File: src/hw/bcc_pkg.sv
package bcc_pkg;

  // ==========================================================
  // Register addresses
  localparam logic [2:0] ADDR_SEC = 3'h0;
  localparam logic [2:0] ADDR_MIN = 3'h1;
  localparam logic [2:0] ADDR_HOUR = 3'h2;
  localparam logic [2:0] ADDR_DOW = 3'h3;
  localparam logic [2:0] ADDR_DATE = 3'h4;
  localparam logic [2:0] ADDR_MONTH = 3'h5;
  localparam logic [2:0] ADDR_YEAR = 3'h6;
  localparam logic [2:0] ADDR_TRIM = 3'h7;

  // ==========================================================
  // Field positions and masks
  localparam int BIT_HALT = 7;
  localparam int BIT_FAULT = 7;
  localparam int BIT_CENT_EN = 7;
  localparam int BIT_CENT = 6;
  localparam int BIT_OUT = 7;
  localparam int BIT_PROBE = 6;
  localparam int BIT_DIR = 5;
  localparam logic [7:0] MASK_SEC = 8'h7F;
  localparam logic [7:0] MASK_MIN = 8'h7F;
  localparam logic [7:0] MASK_HOUR = 8'h3F;
  localparam logic [7:0] MASK_DOW = 8'h07;
  localparam logic [7:0] MASK_DATE = 8'h3F;
  localparam logic [7:0] MASK_MONTH = 8'h1F;
  localparam logic [7:0] MASK_YEAR = 8'hFF;
  localparam logic [7:0] MASK_MAG = 8'h1F;

  // ==========================================================
  // Timing
  localparam int OSC_HZ = 32768;
  localparam int PROBE_HZ = 512;
  localparam int PROBE_BIT = $clog2(OSC_HZ / PROBE_HZ) - 1;
  localparam int SHORT_CYC = 128;
  localparam int LONG_CYC = 256;
  localparam logic [15:0] TERM_NORM = 16'(OSC_HZ - 1);
  localparam logic [15:0] TERM_FAST = 16'(OSC_HZ - 1 - SHORT_CYC);
  localparam logic [15:0] TERM_SLOW = 16'(OSC_HZ - 1 + LONG_CYC);

  // ==========================================================
  // Types
  typedef struct packed {
    logic [7:0] sec;
    logic [7:0] min;
    logic [7:0] hour;
    logic [7:0] dow;
    logic [7:0] date;
    logic [7:0] month;
    logic [7:0] year;
    logic cb;
  } bcc_time_t;

  typedef struct packed {
    logic osc_halt;
    logic osc_fault_flag;
    logic century_toggle_enable;
    logic freq_probe_enable;
    logic out_level;
    logic trim_dir;
    logic [4:0] trim_mag;
  } bcc_ctrl_t;

  typedef struct packed {
    bcc_time_t t_int;
    bcc_time_t t_usr;
    bcc_ctrl_t ctrl;
    logic [15:0] div;
    logic [5:0] raw;
    logic [5:0] cal_min;
    logic [2:0] ptr;
    logic freeze;
    logic [7:0] rd_data;
    logic pin_oe;
    logic pin_o;
  } bcc_state_t;

  // ==========================================================
  // Reset values
  localparam bcc_time_t TIME_RST = '{8'h00, 8'h00, 8'h00, 8'h01, 8'h01, 8'h01, 8'h00, 1'b0};
  localparam bcc_ctrl_t CTRL_RST = '{1'b0, 1'b1, 1'b0, 1'b0, 1'b1, 1'b0, 5'h00};

endpackage

File: src/hw/bcc_core.sv
`timescale 1ns/10ps
`default_nettype none
module bcc_core
  import bcc_pkg::*;
(
  input wire logic core_clk,
  input wire logic rst,
  input wire logic clk_en,
  input wire logic osc_tick,
  input wire logic osc_fail_event,
  input wire logic power_down,
  input wire logic bus_ptr_load,
  input wire logic [2:0] bus_ptr_val,
  input wire logic bus_wr,
  input wire logic [7:0] bus_wr_data,
  input wire logic bus_ack_clk,
  input wire logic bus_read,
  input wire logic bus_stop,
  output logic [7:0] rd_data,
  output logic [2:0] ptr,
  output logic freq_or_level_pin_o,
  output logic freq_or_level_pin_oe
);

  // ==========================================================
  // Register image
  function automatic logic [7:0] reg_byte(input logic [2:0] a, input bcc_time_t t,
                                          input bcc_ctrl_t c);
    case (a)
      ADDR_SEC: return {c.osc_halt, t.sec[6:0]};
      ADDR_MIN: return {c.osc_fault_flag, t.min[6:0]};
      ADDR_HOUR: return {c.century_toggle_enable, t.cb, t.hour[5:0]};
      ADDR_DOW: return t.dow & MASK_DOW;
      ADDR_DATE: return t.date & MASK_DATE;
      ADDR_MONTH: return t.month & MASK_MONTH;
      ADDR_YEAR: return t.year & MASK_YEAR;
      default: return {c.out_level, c.freq_probe_enable, c.trim_dir, c.trim_mag};
    endcase
  endfunction

  // ==========================================================
  // State
  bcc_state_t s;
  bcc_state_t n;
  bcc_time_t stepped;
  logic min_roll;
  logic run_tick;
  logic cal_now;
  logic [15:0] term;
  logic pin_level;

  bcc_time_step u_step (
    .now_t(s.t_int),
    .cent_en(s.ctrl.century_toggle_enable),
    .next_t(stepped),
    .min_roll(min_roll)
  );

  // ==========================================================
  // Next-state logic
  always_comb begin
    n = s;
    run_tick = osc_tick && !s.ctrl.osc_halt;
    // One corrected second per affected minute, chosen as second 00
    cal_now = (s.t_int.sec == 8'h00) && (s.cal_min < {s.ctrl.trim_mag, 1'b0});
    if (!cal_now) begin
      term = TERM_NORM;
    end else if (s.ctrl.trim_dir) begin
      term = TERM_FAST;
    end else begin
      term = TERM_SLOW;
    end
    if (run_tick) begin
      n.raw = s.raw + 6'h01;
      if (s.div >= term) begin
        n.div = 16'h0000;
        n.t_int = stepped;
        if (min_roll) begin
          n.cal_min = s.cal_min + 6'h01;
        end
      end else begin
        n.div = s.div + 16'h0001;
      end
    end

    // Pointer moves on load or acknowledge only
    if (bus_ptr_load) begin
      n.ptr = bus_ptr_val;
    end else if (bus_ack_clk) begin
      n.ptr = s.ptr + 3'h1;
    end

    // Freeze stays until stop or pointer parks on the trim address
    if (bus_stop || n.ptr == ADDR_TRIM) begin
      n.freeze = 1'b0;
    end else if (bus_read) begin
      n.freeze = 1'b1;
    end

    if (!n.freeze) begin
      n.t_usr = n.t_int;
    end

    // Writes land in both copies so the user sees them at once
    if (bus_wr) begin
      if (s.ptr != ADDR_TRIM) begin
        n.div = 16'h0000;
      end
      case (s.ptr)
        ADDR_SEC: begin
          n.t_int.sec = bus_wr_data & MASK_SEC;
          n.ctrl.osc_halt = bus_wr_data[BIT_HALT];
        end
        ADDR_MIN: begin
          n.t_int.min = bus_wr_data & MASK_MIN;
          if (!bus_wr_data[BIT_FAULT]) begin
            n.ctrl.osc_fault_flag = 1'b0;
          end
        end
        ADDR_HOUR: begin
          n.t_int.hour = bus_wr_data & MASK_HOUR;
          n.t_int.cb = bus_wr_data[BIT_CENT];
          n.ctrl.century_toggle_enable = bus_wr_data[BIT_CENT_EN];
        end
        ADDR_DOW: n.t_int.dow = bus_wr_data & MASK_DOW;
        ADDR_DATE: n.t_int.date = bus_wr_data & MASK_DATE;
        ADDR_MONTH: n.t_int.month = bus_wr_data & MASK_MONTH;
        ADDR_YEAR: n.t_int.year = bus_wr_data & MASK_YEAR;
        default: begin
          n.ctrl.out_level = bus_wr_data[BIT_OUT];
          n.ctrl.freq_probe_enable = bus_wr_data[BIT_PROBE];
          n.ctrl.trim_dir = bus_wr_data[BIT_DIR];
          n.ctrl.trim_mag = bus_wr_data[4:0] & MASK_MAG[4:0];
        end
      endcase
      n.t_usr = n.t_int;
    end

    // Sources of the fault flag win over a clear in the same cycle
    if (n.ctrl.osc_halt || osc_fail_event) begin
      n.ctrl.osc_fault_flag = 1'b1;
    end
    if (power_down) begin
      n.ctrl.freq_probe_enable = 1'b0;
    end

    n.rd_data = reg_byte(n.ptr, n.t_usr, n.ctrl);

    // Probe taken from a free raw counter, so trim never moves it
    if (n.ctrl.freq_probe_enable) begin
      pin_level = n.ctrl.osc_halt ? 1'b1 : n.raw[PROBE_BIT];
    end else begin
      pin_level = n.ctrl.out_level;
    end
    n.pin_oe = !pin_level;
    n.pin_o = 1'b0;
  end

  // ==========================================================
  // Registers
  always_ff @(posedge core_clk) begin
    if (rst) begin
      s <= '{TIME_RST, TIME_RST, CTRL_RST, 16'h0000, 6'h00, 6'h00, 3'h0, 1'b0,
             8'h00, 1'b0, 1'b0};
    end else if (clk_en) begin
      s <= n;
    end
  end

  assign rd_data = s.rd_data;
  assign ptr = s.ptr;
  assign freq_or_level_pin_o = s.pin_o;
  assign freq_or_level_pin_oe = s.pin_oe;
endmodule // bcc_core
`default_nettype wire

File: src/hw/bcc_time_step.sv
`timescale 1ns/10ps
`default_nettype none
module bcc_time_step
  import bcc_pkg::*;
(
  input wire bcc_time_t now_t,
  input wire logic cent_en,
  output var bcc_time_t next_t,
  output logic min_roll
);

  // ==========================================================
  // BCD helpers
  function automatic logic [7:0] bcd_inc(input logic [7:0] v);
    return (v[3:0] == 4'h9) ? {v[7:4] + 4'h1, 4'h0} : {v[7:4], v[3:0] + 4'h1};
  endfunction

  function automatic logic leap(input logic [7:0] y);
    if (!y[4]) begin
      return (y[3:0] == 4'h0) || (y[3:0] == 4'h4) || (y[3:0] == 4'h8);
    end
    return (y[3:0] == 4'h2) || (y[3:0] == 4'h6);
  endfunction

  function automatic logic [7:0] last_date(input logic [7:0] m, input logic [7:0] y);
    case (m)
      8'h02: return leap(y) ? 8'h29 : 8'h28;
      8'h04, 8'h06, 8'h09, 8'h11: return 8'h30;
      default: return 8'h31;
    endcase
  endfunction

  // ==========================================================
  // Cascade of BCD rollovers
  always_comb begin
    next_t = now_t;
    min_roll = 1'b0;
    if (now_t.sec == 8'h59) begin
      next_t.sec = 8'h00;
      min_roll = 1'b1;
      if (now_t.min == 8'h59) begin
        next_t.min = 8'h00;
        if (now_t.hour == 8'h23) begin
          next_t.hour = 8'h00;
          next_t.dow = (now_t.dow == 8'h07) ? 8'h01 : bcd_inc(now_t.dow);
          if (now_t.date == last_date(now_t.month, now_t.year)) begin
            next_t.date = 8'h01;
            if (now_t.month == 8'h12) begin
              next_t.month = 8'h01;
              if (now_t.year == 8'h99) begin
                next_t.year = 8'h00;
                next_t.cb = cent_en ? ~now_t.cb : now_t.cb;
              end else begin
                next_t.year = bcd_inc(now_t.year);
              end
            end else begin
              next_t.month = bcd_inc(now_t.month);
            end
          end else begin
            next_t.date = bcd_inc(now_t.date);
          end
        end else begin
          next_t.hour = bcd_inc(now_t.hour);
        end
      end else begin
        next_t.min = bcd_inc(now_t.min);
      end
    end else begin
      next_t.sec = bcd_inc(now_t.sec);
    end
  end

endmodule // bcc_time_step
`default_nettype wire

File: config.mk
export PLATFORM = sky130hd
export DESIGN_NAME = bcc_core
export DESIGN_NICKNAME = d
export VERILOG_FILES = /design/src/hw/bcc_pkg.sv /design/src/hw/bcc_core.sv /design/src/hw/bcc_time_step.sv
export SDC_FILE = /design/constraint.sdc
export NUM_CORES = 1
export LEC_CHECK = 0
export ABC_AREA = 1
export BUFFER_PORTS_ARGS = -buffer_cell sky130_fd_sc_hd__buf_2
export CORE_ASPECT_RATIO = 0.6
export CORE_MARGIN = 3
export CORE_UTILIZATION = 64
export CTS_CLUSTER_DIAMETER = 120
export DETAILED_ROUTE_END_ITERATION = 10
export GPL_ROUTABILITY_DRIVEN = 0
export PLACE_DENSITY = 0.82
export SKIP_CTS_REPAIR_TIMING = 1
export SYNTH_ARGS = -nofsm -noshare
export SYNTH_HDL_FRONTEND = slang
export SYNTH_SLANG_ARGS = --single-unit
File: constraint.sdc
create_clock -name core_clk -period 4.1 [get_ports core_clk]
set_input_delay 0.41 -clock core_clk [delete_from_list [all_inputs] [get_ports core_clk]]
set_output_delay 0.41 -clock core_clk [all_outputs]
set_load 0.05 [all_outputs]
==> results.md <==
- Outcome: finished, final reports clean
- Synth Area per Inst: around 6.1 um2
- CP arrival: 4.01 ns
- DR iter-0 viols: 1925
- Critical path class: register to register
- HPWL after DPL: 25300 um
- Wire per inst: 17.6 um
- Final routed DRC violation total: 0
- Die width: 176 um
- Post-Synthesis Cells: approximately 1.8k
- Worst skew pair latency: 0.44 ns
- Most common cell after layout, fill and taps aside: nand2_1
- Initial antenna violation count: 1
- Sequential fraction of the synthesis area: 27.5%
- Largest net degree at the start of global routing: 77
- Fillcell total: 1492
- Slew HR: about a third
- CP most frequent cell: nand2_1
- Synth Flop Type: dfxtp_1
- CTS Buf Count: 17
- Unrepaired setup endpoints after global routing: no
- Critical path's top delay family: simple AND/OR/NAND/NOR gates
- Antenna-violating nets left: 0
- Cell area after layout: roughly 12000 um2
- # H-tree levels: 4
- CTS tree: done
- Pint: 0.00284 W
- Core footprint: 16600 um2
- # IOs: 35
- Synth-to-layout area growth: 7.69%
- DP Worst Slack: a little under 0.4 ns
- P_leak: ~6 nW
- Final hold vios: 0
- Port buffer count: 33
- EDFF count, synth: 0
- DR vias/cell: 5.99
- Routed wire length: 36000 um
- Total gr overflow: 0
- Number of global-route vias before repair: around 11k
- CP max stage delay: 0.36 ns
- CP max-delay cell: o21ai_0
- Maxcap violations: 0
- CTS clock-pin slew for the worst setup and hold paths: around 0.070 ns
- Commonest cells after routing, fill and taps aside: nand2_1, inv_1, nor2_1
- GR Util All Layers: 38.3%
- Clock buffer depth: 2
- Ys Warns: 0
- Root buf cell: clkbuf_16
- P per Cell Area: 357 nW/um2
- DRT Pass-1 Iters: 6
- Fin crit period: 3.71 ns
- CTS Sinks: around 150
- Share of layout cells above drive strength 1: 7.84%
- Worst Path Buf+Inv: 2
- Fmax: 0.269 GHz
- Combinational Power Share: 20.9%
- Switching Power: ~0.0014 W
- Worst Hold Class: input port to register
- Seq cells post-synth: between 150 and 200
- Async SR Flop Fraction: 0%
- DIE AREA: 19000 um2
- FP Rows: 36
- Critical Path RT: 4.40 ns
- Slew Viols, Final: 0
- First-pass GRT wire length: 57400 um
- Sequential share of power: between 30 and 40%
- Fin crit share: 90.6%
- Crit Path Max Fanout: 24
- Die Span Y: 108 um
- Post-layout util: 71.9%
- Setup WS post-layout: about 0.39 ns
- Crit start category: register
- Critical path endpoint category: register
- Maximum vdd ir drop: 0.000267 V
- Post-DP Area: ~11000 um2
- Syn_nets: 1887
- ANT cells: 0
- Vias: 12.3k
- Final clock skew: 0.0103 ns
- Clock power frac: roughly 40%
- Switch share: 33.1%
- Total Nets Final: between 1.5k and 2k
- Cell Area, Synth: 11100 um2
- Post-synthesis cell type count: 50
- Starting Density: 66.8%
- Worst Tran Pin Value: 1.01 ns
- Setup violations, final: 0
- Total negative slack: 0 ns
metal layers:
metal,vias up,wire length [um],GRT usage [%]
met2,869,13600,51.7
met5,-,39,0
met4,2,785,10.8
li1,5895,-,-
met1,5435,15500,56.9
met3,89,6070,13.2
layout make-up:
cell class | instances | area (um2) | area share [%]
inverter | 260 | 981 | 8.23
tap | 228 | 285 | 2.39
timing repair buffer | 57 | 348 | 2.92
sequential | 152 | 3040 | 25.5
clock inverter | 15 | 201 | 1.69
multi-input combinational | 1322 | 6640 | 55.7
clock buffer | 17 | 425 | 3.57
worst paths after layout:
path / from / to / slack [ns] / depth (start not counted)
max: s[44] / rd_data[4] / 0.39 / 27
min: power_down / s[49] / 0.31 / 4
max reg2reg: s[44] / rd_data[4] / 0.39 / 27
min reg2reg: rd_data[6] / rd_data[6] / 0.46 / 2
Yosys cell counts (3+ instances only):
master / number / area share, %
and3_1: 3 / 0.17
nand4_1: 31 / 1.8
a21oi_1: 139 / 6.3
o21bai_1: 5 / 0.34
a31oi_1: 14 / 0.79
o21ai_1: 12 / 0.54
a221oi_1: 29 / 2.3
nand2_4: 4 / 0.41
nor4_1: 6 / 0.34
nand2_2: 6 / 0.34
dfxtp_1: 152 / 27
nand3b_1: 5 / 0.34
a211oi_1: 4 / 0.27
o21ai_0: 153 / 6.9
nor2_4: 6 / 0.61
nand3_2: 5 / 0.45
nor2_1: 176 / 6.0
nand2_1: 471 / 16
a31o_2: 3 / 0.24
nor2_2: 5 / 0.28
o211ai_1: 10 / 0.68
inv_2: 8 / 0.27
xor2_1: 13 / 1.0
clkbuf_1: 59 / 2.0
nand3_4: 3 / 0.47
buf_2: 7 / 0.32
clkinv_1: 4 / 0.14
nand3_1: 133 / 6.0
nor3_1: 17 / 0.77
inv_1: 246 / 8.3
buf_1: 5 / 0.17
or2_2: 7 / 0.40
xnor2_1: 6 / 0.47
ha_1: 41 / 4.6
buf_4: 15 / 1.0
cell families after synthesis:
group	share of synthesized area, %
AOI/OAI and AO/OA	19.1
xor gates and xnor gates	1.50
adders and majority gates	4.63
buffers and inverters	12.6
DFF	27.5
other	0.0339
and+or+nand+nor	34.6
worst register-to-register path, delay by kind of cell (launching register included):
family,cells,cell delay [ns]
AOI/OAI and AO/OA,4,0.73
adders and majority gates,2,0.57
buffers and inverters,2,0.11
DFF,1,0.33
and+or+nand+nor,19,1.84
flip-flops by register name, indices dropped and copies added (netlist names):
register              cells
freq_or_level_pin_oe      1
ptr                       3
rd_data                   8
s                       140
power by group through the flow:
| stage | sequential (W) | combinational, W | clock (W) |
|---|---|---|---|
| finish | 0.00164 | 0.000886 | 0.00172 |
| global route | 0.00165 | 0.000972 | 0.00179 |
| CTS | 0.00163 | 0.000849 | 0.00173 |
| detailed placement | 0.00167 | 0.000842 | 0 |
| global placement | 0.00166 | 0.000827 | 0 |
| floorplan | 0.00165 | 0.000624 | 0 |
metrics by stage:
step | cells | total power, W | hold slack (ns)
after global placement | 2019 | 0.00249 | 0.445
after global routing | 2051 | 0.00441 | 0.318
final | 2051 | 0.00425 | 0.307
after CTS | 2051 | 0.00421 | 0.291
after floorplan | 1824 | 0.00227 | 0.435
after detailed placement | 2019 | 0.00251 | 0.448
Note: power is estimated with default switching activity, not from simulation.
